### config.mk
export PLATFORM = sky130hd
export DESIGN_NAME = dps_sequencer
export DESIGN_NICKNAME = d
export VERILOG_FILES = /design/src/hw/dps_pkg.sv /design/src/hw/dps_sequencer.sv /design/src/hw/dps_step_rom.sv
export SDC_FILE = /design/constraint.sdc
export NUM_CORES = 1
export LEC_CHECK = 0
export BUFFER_PORTS_ARGS = -buffer_cell sky130_fd_sc_hd__buf_2
export CELL_PAD_IN_SITES_DETAIL_PLACEMENT = 1
export CELL_PAD_IN_SITES_GLOBAL_PLACEMENT = 1
export CORE_MARGIN = 3
export CORE_UTILIZATION = 37
export DETAILED_ROUTE_END_ITERATION = 8
export PLACE_DENSITY_LB_ADDON = 0.1
export SLEW_MARGIN = 10
export SYNTH_ARGS = -nofsm -noshare
export SYNTH_HDL_FRONTEND = slang
export SYNTH_SLANG_ARGS = --single-unit
### constraint.sdc
create_clock -name sys_clk -period 4.7 [get_ports sys_clk]
set_clock_uncertainty 0.2 [all_clocks]
set_input_delay 0.47 -clock sys_clk [delete_from_list [all_inputs] [get_ports sys_clk]]
set_output_delay 0.47 -clock sys_clk [all_outputs]
set_load 0.01 [all_outputs]
### src/hw/dps_pkg.sv
// Constants shared by the default power sequence logic: register map,
// field positions, reset values, launch commands and step timing.
// Assumes a 200 MHz system clock.
package dps_pkg;

  // ==========================================================
  // Register map
  // ==========================================================
  localparam logic [7:0] ADDR_PWR_MGMT_ONE = 8'h01;
  localparam logic [7:0] ADDR_IN1_LINE = 8'h16;
  localparam logic [7:0] ADDR_IN2_LINE = 8'h17;
  localparam logic [7:0] ADDR_ANTIPOP = 8'h39;
  localparam logic [7:0] ADDR_SEQ_CTRL = 8'h49;
  localparam logic [7:0] ADDR_CHARGE_PUMP = 8'h4C;
  localparam logic [7:0] ADDR_OFFSET_SERVO = 8'h54;
  localparam logic [7:0] ADDR_HP_ANALOGUE = 8'h60;
  localparam logic [7:0] ADDR_DUMMY = 8'hFF;

  localparam int NUM_SLOTS = 7;
  localparam logic [2:0] SLOT_PWR = 3'h0;
  localparam logic [2:0] SLOT_IN1 = 3'h1;
  localparam logic [2:0] SLOT_IN2 = 3'h2;
  localparam logic [2:0] SLOT_ANTIPOP = 3'h3;
  localparam logic [2:0] SLOT_CP = 3'h4;
  localparam logic [2:0] SLOT_SERVO = 3'h5;
  localparam logic [2:0] SLOT_HP = 3'h6;

  localparam logic [7:0] SLOT_ADDR [NUM_SLOTS] = '{
    ADDR_PWR_MGMT_ONE, ADDR_IN1_LINE, ADDR_IN2_LINE, ADDR_ANTIPOP,
    ADDR_CHARGE_PUMP, ADDR_OFFSET_SERVO, ADDR_HP_ANALOGUE};
  localparam logic [15:0] SLOT_RESET [NUM_SLOTS] = '{
    16'h0000, 16'h0001, 16'h0001, 16'h0008, 16'h0000, 16'h0000, 16'h0000};

  // ==========================================================
  // Field positions
  // ==========================================================
  localparam int BIT_HP_RIGHT_IN = 8;
  localparam int BIT_HP_LEFT_IN = 9;
  localparam int BIT_SPEAKER_ON = 12;
  localparam int BIT_CLAMP = 0;
  localparam int BIT_MIDRAIL_BUF = 3;
  localparam int BIT_CHARGE_PUMP = 15;
  localparam int BIT_SERVO_CH0 = 0;
  localparam int BIT_SERVO_CH1 = 1;
  localparam int BIT_KICK_CH0 = 4;
  localparam int BIT_KICK_CH1 = 5;
  localparam int BIT_HP_RIGHT_DLY = 1;
  localparam int BIT_HP_RIGHT_OUTP = 2;
  localparam int BIT_HP_RIGHT_UNSHORT = 3;
  localparam int BIT_HP_LEFT_DLY = 5;
  localparam int BIT_HP_LEFT_OUTP = 6;
  localparam int BIT_HP_LEFT_UNSHORT = 7;

  // ==========================================================
  // Launch commands
  // ==========================================================
  localparam logic [15:0] CMD_HP_STARTUP = 16'h0100;
  localparam logic [15:0] CMD_GENERIC_SHUTDOWN = 16'h0110;
  localparam logic [4:0] IDX_HP_STARTUP = 5'h00;
  localparam logic [4:0] IDX_GENERIC_SHUTDOWN = 5'h10;

  // ==========================================================
  // Step timing
  // ==========================================================
  localparam int SYS_CLK_MHZ = 200;
  localparam int STEP_UNIT_NS = 62500;
  localparam int STEP_UNIT_CYC = STEP_UNIT_NS * SYS_CLK_MHZ / 1000;
  localparam logic [15:0] STEP_BASE_UNITS = 16'h0008;

  typedef enum logic [1:0] {
    DPS_IDLE = 2'b00,
    DPS_WRITE = 2'b01,
    DPS_WAIT = 2'b10
  } dps_state_t;

endpackage : dps_pkg

### src/hw/dps_sequencer.sv
// Default power sequence engine with the control registers it writes.
// Host register accesses arrive already decoded from the two-wire
// control interface as one-cycle read and write strobes on sys_clk.
//
// Summary of operation
// - Writing 0100h to register 49h starts the sequencer at index 0.
// - The full headphone start-up list runs for about 42.3 ms.
// - Step 0 sets bit 15 of 4Ch, delay code 6h.
// - Step 1 writes 07h into three bits from bit 7 of 01h.
// - Step 2 writes 11h into five bits from bit 1 of 60h.
// - Step 3 writes 33h into seven bits from bit 0 of 54h, delay 9h.
// - Steps 4 to 6 are dummy writes to FFh; step 4 delay 5h.
// - Step 7 writes 3Bh into six bits from bit 2 of 60h, then stops.
// - Writing 0110h to register 49h starts the sequencer at index 16.
// - The generic shut-down list runs for about 2.8 ms.
// - Step 16 clears seven bits from bit 1 of 60h.
// - Step 17 clears two bits from bit 0 of 54h.
// - Step 18 clears two bits from bit 8 of 01h.
// - Step 19 clears bit 15 of 4Ch.
// - Step 20 clears two bits from bit 12 of 01h, then stops.
// - An input pair ties to mid-rail while clamped and its stage is off.
// - Bit 0 of 16h clamps input pair 1, reset value 1.
// - Bit 0 of 17h clamps input pair 2, reset value 1.
// - Bit 3 of 39h enables the mid-rail buffer, reset value 1.
// - Each step lasts 62.5 us times (2 to the delay code plus 8).
// - Width codes 0 to 7 mean 1 to 8 bits; higher data bits ignored.
// - A step with the end flag halts after its write and delay.
`timescale 1ns/1ps
`default_nettype none

module dps_sequencer #(
  parameter int unsigned TICK_CYCLES = dps_pkg::STEP_UNIT_CYC,
  parameter int PRESCALE_W = 16
) (
  input wire logic sys_clk,
  input wire logic reset,
  input wire logic reg_wr,
  input wire logic reg_rd,
  input wire logic [7:0] reg_addr,
  input wire logic [15:0] reg_wdata,
  output logic [15:0] reg_rdata,
  input wire logic in1_stage_on,
  input wire logic in2_stage_on,
  output logic charge_pump_on,
  output logic hp_left_input_stage_on,
  output logic hp_right_input_stage_on,
  output logic hp_left_delay_stage,
  output logic hp_right_delay_stage,
  output logic hp_left_output_stage,
  output logic hp_right_output_stage,
  output logic hp_left_unshort,
  output logic hp_right_unshort,
  output logic offset_servo_ch0_on,
  output logic offset_servo_ch1_on,
  output logic offset_servo_ch0_kick,
  output logic offset_servo_ch1_kick,
  output logic speaker_driver_on,
  output logic midrail_buffer_on,
  output logic input_pair1_midrail_tie,
  output logic input_pair2_midrail_tie,
  output logic seq_busy,
  output logic [4:0] seq_index
);

  // ==========================================================
  // Helper functions
  // ==========================================================
  // Returns {hit, slot} for a control register address
  function automatic logic [3:0] slot_of(input logic [7:0] addr);
    logic [3:0] res;
    res = 4'h0;
    for (int i = 0; i < dps_pkg::NUM_SLOTS; i++) begin
      if (addr == dps_pkg::SLOT_ADDR[i]) begin
        res = {1'b1, 3'(i)};
      end
    end
    return res;
  endfunction : slot_of

  // Replaces one field of a register, keeping every other bit
  function automatic logic [15:0] field_merge(
    input logic [15:0] old_val,
    input logic [3:0] start,
    input logic [2:0] width,
    input logic [7:0] data
  );
    logic [15:0] mask;
    logic [15:0] val;
    mask = (16'h00FF >> (3'h7 - width)) << start;
    val = ({8'h00, data} << start) & mask;
    return (old_val & ~mask) | val;
  endfunction : field_merge

  // ==========================================================
  // Step table
  // ==========================================================
  logic [7:0] rom_addr;
  logic [2:0] rom_width;
  logic [3:0] rom_start;
  logic [7:0] rom_data;
  logic [3:0] rom_delay;
  logic rom_end;

  dps_step_rom u_rom (
    .index(seq_index),
    .step_addr(rom_addr),
    .step_field_width(rom_width),
    .step_start(rom_start),
    .step_data(rom_data),
    .step_delay_code(rom_delay),
    .step_end_flag(rom_end)
  );

  // ==========================================================
  // Host decode
  // ==========================================================
  logic [3:0] host_slot;
  logic [3:0] seq_slot;
  logic host_seq_wr;
  logic launch;
  logic [4:0] launch_index;

  assign host_slot = slot_of(reg_addr);
  assign seq_slot = slot_of(rom_addr);
  assign host_seq_wr = reg_wr && (reg_addr == dps_pkg::ADDR_SEQ_CTRL);

  always_comb begin
    launch = 1'b0;
    launch_index = dps_pkg::IDX_HP_STARTUP;
    if (host_seq_wr && reg_wdata == dps_pkg::CMD_HP_STARTUP) begin
      launch = 1'b1;
      launch_index = dps_pkg::IDX_HP_STARTUP;
    end else if (host_seq_wr && reg_wdata == dps_pkg::CMD_GENERIC_SHUTDOWN) begin
      launch = 1'b1;
      launch_index = dps_pkg::IDX_GENERIC_SHUTDOWN;
    end
  end

  // ==========================================================
  // Sequencer state
  // ==========================================================
  dps_pkg::dps_state_t state;
  logic [PRESCALE_W-1:0] prescale;
  logic [15:0] unit_count;
  logic [15:0] step_units;
  logic unit_tick;
  logic step_done;
  logic seq_apply;
  logic [15:0] seq_cmd;

  // Whole step length in 62.5 us units, the write cycle included
  assign step_units = 16'(16'h0001 << rom_delay) + dps_pkg::STEP_BASE_UNITS;
  assign unit_tick = (prescale == PRESCALE_W'(TICK_CYCLES - 1));
  assign step_done = (state == dps_pkg::DPS_WAIT) && unit_tick
    && (unit_count == step_units - 16'h0001);
  assign seq_apply = (state == dps_pkg::DPS_WRITE) && (rom_addr != dps_pkg::ADDR_DUMMY);

  always_ff @(posedge sys_clk) begin
    if (reset) begin
      state <= dps_pkg::DPS_IDLE;
      seq_index <= 5'h00;
    end else if (launch) begin
      // A new launch abandons any sequence in progress
      state <= dps_pkg::DPS_WRITE;
      seq_index <= launch_index;
    end else begin
      unique case (state)
        dps_pkg::DPS_IDLE: begin
          state <= dps_pkg::DPS_IDLE;
        end
        dps_pkg::DPS_WRITE: begin
          state <= dps_pkg::DPS_WAIT;
        end
        dps_pkg::DPS_WAIT: begin
          if (step_done && rom_end) begin
            state <= dps_pkg::DPS_IDLE;
          end else if (step_done) begin
            state <= dps_pkg::DPS_WRITE;
            seq_index <= seq_index + 5'h01;
          end
        end
        default: begin
          state <= dps_pkg::DPS_IDLE;
        end
      endcase
    end
  end

  // Cycle divider making the 62.5 us unit enable, aligned to each step
  always_ff @(posedge sys_clk) begin
    if (reset) begin
      prescale <= '0;
      unit_count <= 16'h0000;
    end else if (state == dps_pkg::DPS_WRITE) begin
      prescale <= PRESCALE_W'(1);
      unit_count <= 16'h0000;
    end else if (state == dps_pkg::DPS_WAIT && unit_tick) begin
      prescale <= '0;
      unit_count <= unit_count + 16'h0001;
    end else if (state == dps_pkg::DPS_WAIT) begin
      prescale <= prescale + PRESCALE_W'(1);
    end
  end

  always_ff @(posedge sys_clk) begin
    if (reset) begin
      seq_cmd <= 16'h0000;
    end else if (launch) begin
      seq_cmd <= reg_wdata;
    end
  end

  assign seq_busy = (state != dps_pkg::DPS_IDLE);

  // ==========================================================
  // Control registers
  // ==========================================================
  logic [15:0] ctl [dps_pkg::NUM_SLOTS];
  logic [15:0] next_ctl [dps_pkg::NUM_SLOTS];

  // Host write lands first; a step in the same cycle overrides its field
  always_comb begin
    for (int i = 0; i < dps_pkg::NUM_SLOTS; i++) begin
      next_ctl[i] = ctl[i];
      if (reg_wr && host_slot[3] && host_slot[2:0] == 3'(i)) begin
        next_ctl[i] = reg_wdata;
      end
      if (seq_apply && seq_slot[3] && seq_slot[2:0] == 3'(i)) begin
        next_ctl[i] = field_merge(next_ctl[i], rom_start, rom_width, rom_data);
      end
    end
  end

  always_ff @(posedge sys_clk) begin
    for (int i = 0; i < dps_pkg::NUM_SLOTS; i++) begin
      if (reset) begin
        ctl[i] <= dps_pkg::SLOT_RESET[i];
      end else begin
        ctl[i] <= next_ctl[i];
      end
    end
  end

  // ==========================================================
  // Register read
  // ==========================================================
  always_ff @(posedge sys_clk) begin
    if (reset) begin
      reg_rdata <= 16'h0000;
    end else if (reg_rd && host_slot[3]) begin
      reg_rdata <= ctl[host_slot[2:0]];
    end else if (reg_rd && reg_addr == dps_pkg::ADDR_SEQ_CTRL) begin
      reg_rdata <= seq_busy ? seq_cmd : 16'h0000;
    end else if (reg_rd) begin
      reg_rdata <= 16'h0000;
    end
  end

  // ==========================================================
  // Input mid-rail clamps
  // ==========================================================
  always_ff @(posedge sys_clk) begin
    if (reset) begin
      input_pair1_midrail_tie <= 1'b0;
      input_pair2_midrail_tie <= 1'b0;
    end else begin
      input_pair1_midrail_tie <= ctl[dps_pkg::SLOT_IN1][dps_pkg::BIT_CLAMP]
        && !in1_stage_on;
      input_pair2_midrail_tie <= ctl[dps_pkg::SLOT_IN2][dps_pkg::BIT_CLAMP]
        && !in2_stage_on;
    end
  end

  // ==========================================================
  // Control outputs
  // ==========================================================
  assign midrail_buffer_on = ctl[dps_pkg::SLOT_ANTIPOP][dps_pkg::BIT_MIDRAIL_BUF];
  assign charge_pump_on = ctl[dps_pkg::SLOT_CP][dps_pkg::BIT_CHARGE_PUMP];
  assign hp_left_input_stage_on = ctl[dps_pkg::SLOT_PWR][dps_pkg::BIT_HP_LEFT_IN];
  assign hp_right_input_stage_on = ctl[dps_pkg::SLOT_PWR][dps_pkg::BIT_HP_RIGHT_IN];
  assign speaker_driver_on = ctl[dps_pkg::SLOT_PWR][dps_pkg::BIT_SPEAKER_ON];
  assign hp_left_delay_stage = ctl[dps_pkg::SLOT_HP][dps_pkg::BIT_HP_LEFT_DLY];
  assign hp_right_delay_stage = ctl[dps_pkg::SLOT_HP][dps_pkg::BIT_HP_RIGHT_DLY];
  assign hp_left_output_stage = ctl[dps_pkg::SLOT_HP][dps_pkg::BIT_HP_LEFT_OUTP];
  assign hp_right_output_stage = ctl[dps_pkg::SLOT_HP][dps_pkg::BIT_HP_RIGHT_OUTP];
  assign hp_left_unshort = ctl[dps_pkg::SLOT_HP][dps_pkg::BIT_HP_LEFT_UNSHORT];
  assign hp_right_unshort = ctl[dps_pkg::SLOT_HP][dps_pkg::BIT_HP_RIGHT_UNSHORT];
  assign offset_servo_ch0_on = ctl[dps_pkg::SLOT_SERVO][dps_pkg::BIT_SERVO_CH0];
  assign offset_servo_ch1_on = ctl[dps_pkg::SLOT_SERVO][dps_pkg::BIT_SERVO_CH1];
  assign offset_servo_ch0_kick = ctl[dps_pkg::SLOT_SERVO][dps_pkg::BIT_KICK_CH0];
  assign offset_servo_ch1_kick = ctl[dps_pkg::SLOT_SERVO][dps_pkg::BIT_KICK_CH1];

endmodule : dps_sequencer
`default_nettype wire

### src/hw/dps_step_rom.sv
// Factory step table of the write sequencer: one entry per index.
// Purely combinational; the caller holds the index steady per step.
`timescale 1ns/1ps
`default_nettype none

module dps_step_rom (
  input wire logic [4:0] index,
  output logic [7:0] step_addr,
  output logic [2:0] step_field_width,
  output logic [3:0] step_start,
  output logic [7:0] step_data,
  output logic [3:0] step_delay_code,
  output logic step_end_flag
);

  // ==========================================================
  // Table: {addr, width-1, start, data, delay, end}
  // ==========================================================
  logic [27:0] entry;

  always_comb begin
    unique case (index)
      5'h00: entry = {8'h4C, 3'h0, 4'hF, 8'h01, 4'h6, 1'b0};
      5'h01: entry = {8'h01, 3'h2, 4'h7, 8'h07, 4'h0, 1'b0};
      5'h02: entry = {8'h60, 3'h4, 4'h1, 8'h11, 4'h0, 1'b0};
      5'h03: entry = {8'h54, 3'h6, 4'h0, 8'h33, 4'h9, 1'b0};
      5'h04: entry = {8'hFF, 3'h0, 4'h0, 8'h00, 4'h5, 1'b0};
      5'h05: entry = {8'hFF, 3'h0, 4'h0, 8'h00, 4'h0, 1'b0};
      5'h06: entry = {8'hFF, 3'h0, 4'h0, 8'h00, 4'h0, 1'b0};
      5'h07: entry = {8'h60, 3'h5, 4'h2, 8'h3B, 4'h0, 1'b1};
      5'h10: entry = {8'h60, 3'h6, 4'h1, 8'h00, 4'h0, 1'b0};
      5'h11: entry = {8'h54, 3'h1, 4'h0, 8'h00, 4'h0, 1'b0};
      5'h12: entry = {8'h01, 3'h1, 4'h8, 8'h00, 4'h0, 1'b0};
      5'h13: entry = {8'h4C, 3'h0, 4'hF, 8'h00, 4'h0, 1'b0};
      5'h14: entry = {8'h01, 3'h1, 4'hC, 8'h00, 4'h0, 1'b1};
      // Unprogrammed indices stop the sequencer with a harmless write
      default: entry = {8'hFF, 3'h0, 4'h0, 8'h00, 4'h0, 1'b1};
    endcase
  end

  assign step_addr = entry[27:20];
  assign step_field_width = entry[19:17];
  assign step_start = entry[16:13];
  assign step_data = entry[12:5];
  assign step_delay_code = entry[4:1];
  assign step_end_flag = entry[0];

endmodule : dps_step_rom
`default_nettype wire
Yosys cells after proc, flatten, opt, wreduce, memory -nomap -nowiden

Memory sizes are Yosys's and may differ from the RTL's. A register that Yosys moved wholly into a read port is not among the register bits.
Index checks and enable logic that the tools add are counted.

Shift operators: 4
Add/subtract/negate cells: 6
Reductions and logical operators: 40
Equal/unequal tests: 37
Multiplexer cells: 59
Bitwise gates (word level): 23

Operators with widths:

| kind                                                                     | count |
|---|---|
| 16-bit 2-to-1 mux                                                        | 25 |
| 16-bit AND                                                               | 8 |
| 16-bit bitwise OR                                                        | 7 |
| 8-bit by 7-bit equality test with 1-bit output (second input constant)   | 7 |
| 4-bit 2-to-1 mux                                                         | 14 |
| 5-bit 2-to-1 mux                                                         | 8 |
| 16-bit by 1-bit adder with 16-bit output (second input constant)         | 2 |
| 16-bit by 9-bit equality test with 1-bit output (second input constant)  | 2 |
| 8-bit by 5-bit equality test with 1-bit output (second input constant)   | 4 |
| 1-bit logical AND                                                        | 27 |
| 3-bit equality test (second input constant)                              | 6 |
| 16-bit by 4-bit adder with 16-bit output (second input constant)         | 1 |
| 16-bit by 14-bit equality test with 1-bit output (second input constant) | 1 |
| 16-bit equality test                                                     | 1 |
| 8-bit by 1-bit equality test with 1-bit output (second input constant)   | 2 |
| 8-bit by 6-bit equality test with 1-bit output (second input constant)   | 2 |
| 16-bit inverter                                                          | 1 |
| 1-bit by 4-bit << shifter with 16-bit output (first input constant)      | 1 |
| 16-bit by 4-bit << shifter with 16-bit output                            | 1 |
| 8-bit by 4-bit << shifter with 16-bit output                             | 1 |
| 8-bit by 3-bit >> shifter with 16-bit output (first input constant)      | 1 |
| 16-bit by 1-bit subtractor with 16-bit output (second input constant)    | 1 |
| 3-bit by 2-bit equality test with 1-bit output (second input constant)   | 4 |
| 1-bit 2-to-1 mux                                                         | 9 |
| 19 further kinds                                                         | 33 |

Register bits: 73
Output and inout port bits: 39
Input bits: 30
Bits in read-only memories: 832
Bits in writable memories: 112
Memories kept: 2

Memories:

| memory           | words | bits a word | rd ports | clocked after memory_dff | write ports | RTL line             | RTL |
|---|---|---|---|---|---|---|---|
| (name not given) | 32    | 26          | 1        | 1                        | 0           | dps_step_rom.sv:22   | `unique case (index)` |
| ctl              | 7     | 16          | 8        | 0                        | 7           | dps_sequencer.sv:218 | `logic [15:0] ctl [dps_pkg::NUM_SLOTS];` |

Logic depth before layout (Yosys ltp)

Gate-level depths: netlist of run 1.

Word-level depth: 15
Gate-level depth with buffers: 16
Gate-level depth less buffers: 14

Cells and area by module

From an unflattened synthesis of run 1, not the netlist that was laid out.

Cell total of the unflattened synthesis: 1319
Area, all modules: 11133.2 sq um

By module, submodules not included:

| module        | cells each | seq. area each (sq um) | instances | area each (sq um) |
|---|---|---|---|---|
| dps_sequencer | 1229       | 3703.6                 | 1         | 10498.8 |
| dps_step_rom  | 90         | 0.0                    | 1         | 634.4 |

Worst setup path after synthesis of run 1

Ideal clock, no wire load.

Kind: reg2reg
From: register, netlist name u_rom.entry[4]
To: register, netlist name u_rom.entry[14]
Arrival time: 3391 ps
Stages on the path, launching flop included: 17
Setup time: 92 ps
Required time: 4408 ps
Buffers on the path: 2
Path slack: 1017 ps
Path through: dfxtp_1 -> buf_2 -> buf_2 -> nor2_1 -> nand2_1 -> ha_1 -> nand4bb_1 -> nand3_1 -> o311ai_1 -> or4_4 -> or4_1 -> a21o_1 -> inv_2 -> ha_1 -> inv_1 -> mux2_2 -> o32ai_1

Longest elaborated chain between the ends: 10
Elaborated cells on any way between the ends: 11
Classes of those cells: 2 x add/sub; 2 x eq/ne; 1 x shift; 2 x mux; 4 x reduce/logical

Ends and longest elaborated chain:

| what                                            | RTL line             | RTL |
|---|---|---|
| 1-bit by 4-bit << shifter with 16-bit output *  | dps_sequencer.sv:152 | `assign step_units = 16'(16'h0001 << rom_delay) + dps_pkg::STEP_BASE_UNITS;` |
| 16-bit by 4-bit adder with 16-bit output *      | dps_sequencer.sv:152 |  |
| 16-bit by 1-bit subtractor with 16-bit output * | dps_sequencer.sv:155 | `&& (unit_count == step_units - 16'h0001);` |
| 16-bit equality test *                          | dps_sequencer.sv:155 |  |
| 1-bit logical AND *                             | dps_sequencer.sv:155 |  |
| 1-bit logical AND                               | dps_sequencer.sv:175 | `if (step_done && rom_end) begin` |
| 2-bit != test (no line)                         | -                    |  |
| 3-bit AND reduction (no line) *                 | -                    |  |
| 5-bit 2-to-1 mux (no line) * (2 in a row)       | -                    |  |

Every way passes the cells marked *; elsewhere a longest branch is shown, timed or not.
A chain may end at the register's enable or synchronous reset.

Worst setup path after layout of run 1

From: register, netlist name u_rom.entry[1]
To: register, netlist name u_rom.entry[25]

Longest elaborated chain between the ends: 10
Elaborated cells on any way between the ends: 11
Classes of those cells: 2 x add/sub; 2 x eq/ne; 1 x shift; 2 x mux; 4 x reduce/logical

Ends and longest elaborated chain:

| what                                            | RTL line |
|---|---|
| 1-bit by 4-bit << shifter with 16-bit output *  | dps_sequencer.sv:152 |
| 16-bit by 4-bit adder with 16-bit output *      | dps_sequencer.sv:152 |
| 16-bit by 1-bit subtractor with 16-bit output * | dps_sequencer.sv:155 |
| 16-bit equality test *                          | dps_sequencer.sv:155 |
| 1-bit logical AND *                             | dps_sequencer.sv:155 |
| 1-bit logical AND                               | dps_sequencer.sv:175 |
| 2-bit != test (no line)                         | - |
| 3-bit AND reduction (no line) *                 | - |
| 5-bit 2-to-1 mux (no line) * (2 in a row)       | - |

Marked as above.

==> flow_metrics.tcl, run 1 <==
set metrics [dict create \
    cts_tree "yes" \
    setup_slack_ns 0.540 \
    peakVddDrop_v 0.000239 \
    antenna_found_initial 2 \
    fin_setup_tns_ns 0 \
    overflow 0 \
    critPathLaunchType "flop" \
    grt_max_degree 49 \
    fin_cells 1771 \
    finalCritPeriodShare 0.885 \
    diodes 0 \
    dieHeight_um 181 \
    ant_nets 0 \
    worstHoldEndpoint "seq_cmd[4]" \
    area_growth_pct 14.1 \
    remaining_drc_errors 0 \
    synth_cell_type_count 85 \
    place_inst 1722 \
    wl_per_cell_um 21.8 \
    required_ns 4.91 \
    ys_async_sr_fraction 0 \
    status "finished clean" \
    p_per_area_nw_per_um2 298 \
    drtIter0Drc 657 \
    wl_um 38600 \
    synth_area_per_cell_um2 8.50 \
    clk_pin_slew_ns 0.06 \
    critPathMaxFanout 15 \
    ys.flop_type "dfxtp_1" \
    finalHoldViolations 0 \
    cap_violations 0 \
    hp-class "in2reg" \
    r2r_end "u_rom.entry[25]" \
    reg2reg_from "u_rom.entry[1]" \
    nNetsFinal 1407 \
    rsz0062_at_grt "false" \
    htree_levels 1 \
    numCtsBuffers 26 \
    timing.fmax_mhz 240 \
    final_max_slew_viol_count 0 \
    grt_use_total 0.230 \
    min_from "reg_wdata[4]" \
    reg2regPathDepth 15 \
    synth_fp_nets 1370 \
    fin_hold_ws_ns 0.0548 \
    p_leak_nw 5.28 \
    maxSlewHeadroom 0.169 \
    holdPathStages 3 \
    core_um2 29800 \
    clock_latency_ns 0.53 \
    viasPerCell 5.81 \
    crit_path_end_kind "flop" \
    vias 10300 \
    hpwlAfterDp_um 26500 \
    pre_cts_ws_ns 0.588 \
    gp_congestion 0.797 \
    dr.pass1.iters 8 \
    fill_cells 3537 \
    crit_type "reg2reg" \
    finalCriticalPeriod_ns 4.16 \
    ys_seq_area_frac 0.373 \
    synth_warnings 0 \
    cts_resized 0 \
    rows 63 \
    synthCells 1325 \
    drive_gt1_frac 0.151 \
    grt_pass1_vias 10100 \
    cts_root_buffer "clkbuf_16" \
    reg2reg_slack_ns 0.54 \
    synthesis.area_um2 11300 \
    dieArea_um2 32600 \
    cts_buffer_depth 3 \
    synth_edf_count 0 \
    setup_violations 0 \
    start_util 0.378 \
    tightest_slew_ns 1.24 \
    utilization 0.431 \
    grt_pass1_wl_um 60100 \
    yosys_register_bits 210 \
    numPortBuffers 68 \
    fp.dieW_um 181 \
    io_pins 69 \
    numClockSinks 210 \
    critPathArrivalTime_ns 4.37 \
]
==> cells in the mapped netlist, types with 4 or more instances <==
cell	number	area, um2
nand2b_1	19	119
xor2_1	20	175
a222oi_1	16	160
or3_1	16	100
inv_1	23	86.3
ha_1	15	188
or2_2	7	43.8
o21ai_0	62	310
inv_2	4	15.0
mux2i_1	122	1220
a31oi_1	10	62.6
nand4_1	17	106
and2_1	20	125
buf_2	13	65.1
a221oi_1	4	35.0
nor2_1	166	623
a311oi_1	19	166
and3_1	12	75.1
nand3_1	28	140
nand2_1	82	308
a211oi_1	35	263
clkbuf_1	76	285
nor3b_1	7	52.6
nor4b_1	4	35.0
nor3_1	22	110
o21ai_1	9	45.0
o22ai_1	5	31.3
a21o_1	5	37.5
xnor2_1	11	96.3
a41oi_1	4	35.0
mux2_2	36	405
nor4_1	10	62.6
and4_1	7	61.3
o21a_1	8	60.1
nor2b_1	15	93.8
nand3b_1	5	37.5
a21oi_1	107	536
dfxtp_1	210	4200
o31ai_1	6	45.0
==> sequential cells by signal, indices dropped and copies added, names as in the netlist <==
signal,count
ctl,112
u_rom.entry,25
prescale,16
reg_rdata,16
seq_cmd,16
unit_count,16
seq_index,5
state,2
input_pair1_midrail_tie,1
input_pair2_midrail_tie,1
==> metal layers <==
metal,track usage,share of wire
met5,0,0.00049
met4,0.0411,0.015
met3,0.0317,0.048
met2,0.365,0.45
met1,0.336,0.49
==> critical path, cell delays in order, from the launching register on <==
cell	delay, ns
dfxtp_1	0.60
nor2b_1	0.24
nand2_1	0.08
ha_1	0.20
nand4bb_1	0.21
nand3_1	0.13
o311ai_1	0.17
or4_4	0.48
o31ai_1	0.40
a21oi_1	0.20
buf_4	0.21
inv_1	0.12
ha_1	0.31
inv_1	0.09
mux2_2	0.27
o32a_1	0.15
==> kinds of logic after synthesis <==
kind of cell	share of synthesized area
multiplexers	0.149
XOR/XNOR	0.0241
AND/OR/NAND/NOR	0.203
flip-flops	0.373
AO/OA/AOI/OAI	0.191
adder cells (fa/ha/maj)	0.0175
buffers and inverters	0.0427
==> area by class of cell <==
type                    count  area (um2)  share of cell area
flip-flops and latches    210        4200               0.327
multi-input cells         993        6630               0.516
clock buffers              43         785              0.0610
well taps                 390         488              0.0380
clock inverters             4        31.3             0.00243
inverters                  28         105             0.00818
repair buffers            103         611              0.0475
==> worst max path at each step <==
| stage | cells after the start | end | slack, ns | start |
|---|---|---|---|---|
| 2_1_floorplan | 16 | u_rom.entry[14] | 1.02 | u_rom.entry[4] |
| 3_3_place_gp | 13 | u_rom.entry[4] | 0.68 | u_rom.entry[1] |
| 3_5_place_dp | 15 | u_rom.entry[25] | 0.59 | u_rom.entry[1] |
| 4_1_cts | 15 | u_rom.entry[25] | 0.55 | u_rom.entry[1] |
| 5_1_grt | 15 | u_rom.entry[25] | 0.18 | u_rom.entry[1] |
| 6_report | 15 | u_rom.entry[25] | 0.54 | u_rom.entry[1] |
==> power breakdown <==
part / total (W) / switching [W] / internal, W / leakage [nW]
Clock: 0.00191 / 0.000776 / 0.00113 / 0.401
Sequential: 0.00179 / 0.00000418 / 0.00179 / 1.69
Combinational: 0.000125 / 0.0000897 / 0.0000348 / 3.18
==> layout by cell type, fill, tap and decap left out, types with 11 or more instances in the layout <==
cell type    n
nand4_1     17
o21ai_0     61
xnor2_1     11
inv_1       23
mux2_2      36
and2_1      20
nor3_1      21
buf_4       34
xor2_1      20
and3_1      12
nor2_1     165
a211oi_1    35
dfxtp_1    210
a21oi_1    106
ha_1        15
buf_2       67
a222oi_1    16
mux2i_1    122
nor2b_1     14
a311oi_1    19
clkbuf_16   26
nand3_1     28
nand2_1     82
nand2b_1    19
or3_1       16
==> per-stage QoR <==
step                instance area (um2)  total power, W
floorplan                         11300         0.00189
global placement                  12000         0.00195
detailed placement                12000         0.00196
CTS                               12900         0.00387
global route                      12900         0.00397
finish                            12900         0.00383
==> timing repair <==
item                      4_1_cts  5_1_grt
hold buffers                    2        0
hold endpoints to repair        2        0
buffers inserted                0        0
No activity file was read; power rests on OpenSTA's default activity.
==> run 2, diff against run 1 <==
--- a/config.mk
+++ b/config.mk
@@ -5,12 +5,14 @@
 export SDC_FILE = /design/constraint.sdc
 export NUM_CORES = 1
 export LEC_CHECK = 0
+export ABC_AREA = 1
 export BUFFER_PORTS_ARGS = -buffer_cell sky130_fd_sc_hd__buf_2
 export CELL_PAD_IN_SITES_DETAIL_PLACEMENT = 1
 export CELL_PAD_IN_SITES_GLOBAL_PLACEMENT = 1
 export CORE_MARGIN = 3
 export CORE_UTILIZATION = 37
 export DETAILED_ROUTE_END_ITERATION = 8
+export HOLD_SLACK_MARGIN = 0.15
 export PLACE_DENSITY_LB_ADDON = 0.1
 export SLEW_MARGIN = 10
 export SYNTH_ARGS = -nofsm -noshare
==> constraint.sdc (replaced) <==
create_clock -name sys_clk -period 3.55 [get_ports sys_clk]
set_clock_uncertainty 0.2 [all_clocks]
set_input_delay 0.355 -clock sys_clk [delete_from_list [all_inputs] [get_ports sys_clk]]
set_output_delay 0.355 -clock sys_clk [all_outputs]
set_load 0.01 [all_outputs]
==> run 2 against run 1 <==
Effect of this change:
- non-clock buffer count rose by 35
- highest routed layer unchanged
- combinational power is 89% higher
- die area grew 3.6%
==> flow_metrics.tcl, run 2 <==
set metrics [dict create \
    p_comb_frac 0.044 \
    wl_per_cell_um 21.5 \
    crit_buf_inv 7 \
    synth_fp_nets 1845 \
    critPathMaxFanout 9 \
    yosys_register_bits 210 \
    synth_edf_count 0 \
    yosysTopAreaCell "dfxtp_1" \
    clockPowerShare 0.516 \
    layout_common_cells "461 x nand2_1, 211 x inv_1, 210 x dfxtp_1" \
    finalCriticalPeriod_ns 3.24 \
    cap_violations 0 \
    critPathLaunchType "input pin" \
    peakVddDrop_v 0.000339 \
    timing.fmax_mhz 309 \
    numClockSinks 210 \
    required_ns 3.78 \
    ys_seq_area_frac 0.360 \
    clock_latency_ns 0.55 \
    grt_use_total 0.287 \
    top_register "ctl" \
    crit_chain "dlygate4sd3_1, buf_2, inv_2, nor4_1, nand4_1, nand2_1, inv_1, nand3_1, inv_1, ha_1, inv_1, nand4_1, inv_2, nor2_4, nand2_1, nand2_1" \
    slowest_delay_ns 0.55 \
    cp_slowest_cell "nor4_1" \
    synth_area_per_cell_um2 6.49 \
    core_um2 30800 \
    dr.pass1.iters 5 \
    synthesis.area_um2 11700 \
    finalCritPeriodShare 0.913 \
    clk_pin_slew_ns 0.06 \
    cts_buffer_depth 3 \
    start_util 0.379 \
    cts_root_buffer "clkbuf_16" \
    synthMuxAreaShare 0.00171 \
    crit_type "in2reg" \
    overflow 0 \
    grt_pass1_vias 13100 \
    fin_cells 2305 \
    synth-compound-area-share 0.196 \
    nNetsFinal 1935 \
    antenna_found_initial 4 \
    synthCells 1800 \
    p_leak_nw 5.78 \
    seqPwrFrac 0.440 \
    ys_async_sr_fraction 0 \
    ant_nets 0 \
    hp-class "in2reg" \
    switching_share 0.235 \
    wl_um 49500 \
    viasPerCell 5.56 \
    largest_reg_flops 112 \
    drive_gt1_frac 0.118 \
    crit_path_end_kind "flop" \
    synth.most_common_cell "nand2_1" \
    synth_warnings 0 \
    numCtsBuffers 26 \
    tightest_slew_ns 0.854 \
    synth_top_family_by_area "simple AND/OR/NAND/NOR gates" \
    final_common_cell "nand2_1" \
    p_int_w 0.00413 \
    synth-simple-area-share 0.323 \
    cts_tree "yes" \
    path_delay_family "simple AND/OR/NAND/NOR gates" \
    fin_hold_ws_ns 0.205 \
    finalHoldViolations 0 \
    rows 64 \
    switchingPower_w 0.00127 \
    p_per_area_nw_per_um2 394 \
    status "finished clean" \
    maxSlewHeadroom 0.426 \
    grt_pass1_wl_um 75700 \
    final_max_slew_viol_count 0 \
    htree_levels 1 \
    synth-xor-area-share 0.00450 \
    synth_cell_type_count 46 \
    remaining_drc_errors 0 \
    drtIter0Drc 684 \
    hpwlAfterDp_um 35300 \
    gp_congestion 0.884 \
    synth-adder-area-share 0.0161 \
    area_growth_pct 17.4 \
    dieArea_um2 33800 \
    numPortBuffers 68 \
    ys.flop_type "dfxtp_1" \
    setup_violations 0 \
    critPathArrivalTime_ns 3.47 \
    synth_area_leaders "dfxtp_1 36%, nand2_1 15%, o21ai_0 7.0%" \
    synth_top_area_share 0.360 \
    vias 12800 \
    fp.dieW_um 184 \
    dieHeight_um 184 \
    finalPower_w 0.00540 \
    grt_max_degree 67 \
    place_inst 2233 \
    io_pins 69 \
    ys_top_cells_by_count "463 x nand2_1, 212 x inv_1, 210 x dfxtp_1, 164 x o21ai_0, 153 x nor2_1" \
]
-- run 2: metrics by stage --
step	area, um2	util	setup TNS [ns]	setup WS [ns]
global route	13700	0.445	-0.0265	-0.00944
floorplan	11700	-	0	0.466
global placement	12600	0.407	0	0.358
detailed placement	12600	0.407	0	0.204
CTS	13700	0.443	0	0.168
finish	13700	0.445	0	0.309
-- run 2: cell type report --
cell class	instances	area, um2
Fill cell	4081	17100
Multi-Input combinational cell	1287	6350
Sequential cell	210	4200
Timing Repair Buffer	138	922
Inverter	227	852
Clock buffer	40	803
Tap cell	396	495
Clock inverter	6	93.8
Antenna cell	1	2.50
-- run 2: worst reg2reg max path, stage by stage (launching register included) --
cell and delay, ns:
dfxtp_1 0.33, buf_4 0.17, nor2_2 0.12, nand2_1 0.13
ha_4 0.31, nand2_1 0.05, nand2_1 0.07, nand2_1 0.05
nor2_1 0.08, nand2_1 0.08, nor2_2 0.14, nand3_1 0.10
nor2_1 0.15, nand4_1 0.09, nand2_1 0.08, nand2_2 0.09
buf_6 0.18, ha_1 0.21, inv_1 0.06, nand4_1 0.18
nand4_1 0.17, nand2_1 0.06
-- run 2: final timing paths --
kind	startpoint	to	slack [ns]	cells past startpoint
max	reg_wdata[8]	u_rom.entry[14]	0.31	16
min	reg_wdata[5]	seq_cmd[1]	0.20	5
min reg2reg	seq_cmd[3]	seq_cmd[3]	0.24	2
max reg2reg	u_rom.entry[1]	u_rom.entry[17]	0.34	21
-- run 2: power groups by stage --
| stage | Clock [W] | Combinational (W) | Sequential [W] |
|---|---|---|---|
| 2_1_floorplan | 0 | 0.000105 | 0.00243 |
| 6_report | 0.00279 | 0.000236 | 0.00238 |
| 5_1_grt | 0.00293 | 0.000252 | 0.00238 |
| 4_1_cts | 0.00283 | 0.000232 | 0.00238 |
| 3_3_place_gp | 0 | 0.000212 | 0.00243 |
| 3_5_place_dp | 0 | 0.000212 | 0.00243 |
-- run 2: timing repair --
item	4_1_cts	5_1_grt
endpoints found under the hold margin	56	0
gates resized for setup	0	7
setup endpoints to repair	0	14
setup buffers	0	5
hold buffers	20	0
-- run 2: routing by layer --
layer,up-vias,global-route usage,part of all wire
li1,6130,-,-
met1,6162,0.348,0.42
met2,366,0.494,0.47
met3,141,0.0435,0.052
met4,6,0.147,0.058
met5,-,0,0.00077
-- run 2: cell families after synthesis --
family | count (synthesis)
AND/OR/NAND/NOR | 857
AO/OA/AOI/OAI | 407
buffers and inverters | 303
flip-flops | 210
adder cells (fa/ha/maj) | 15
XOR/XNOR | 6
multiplexers | 2
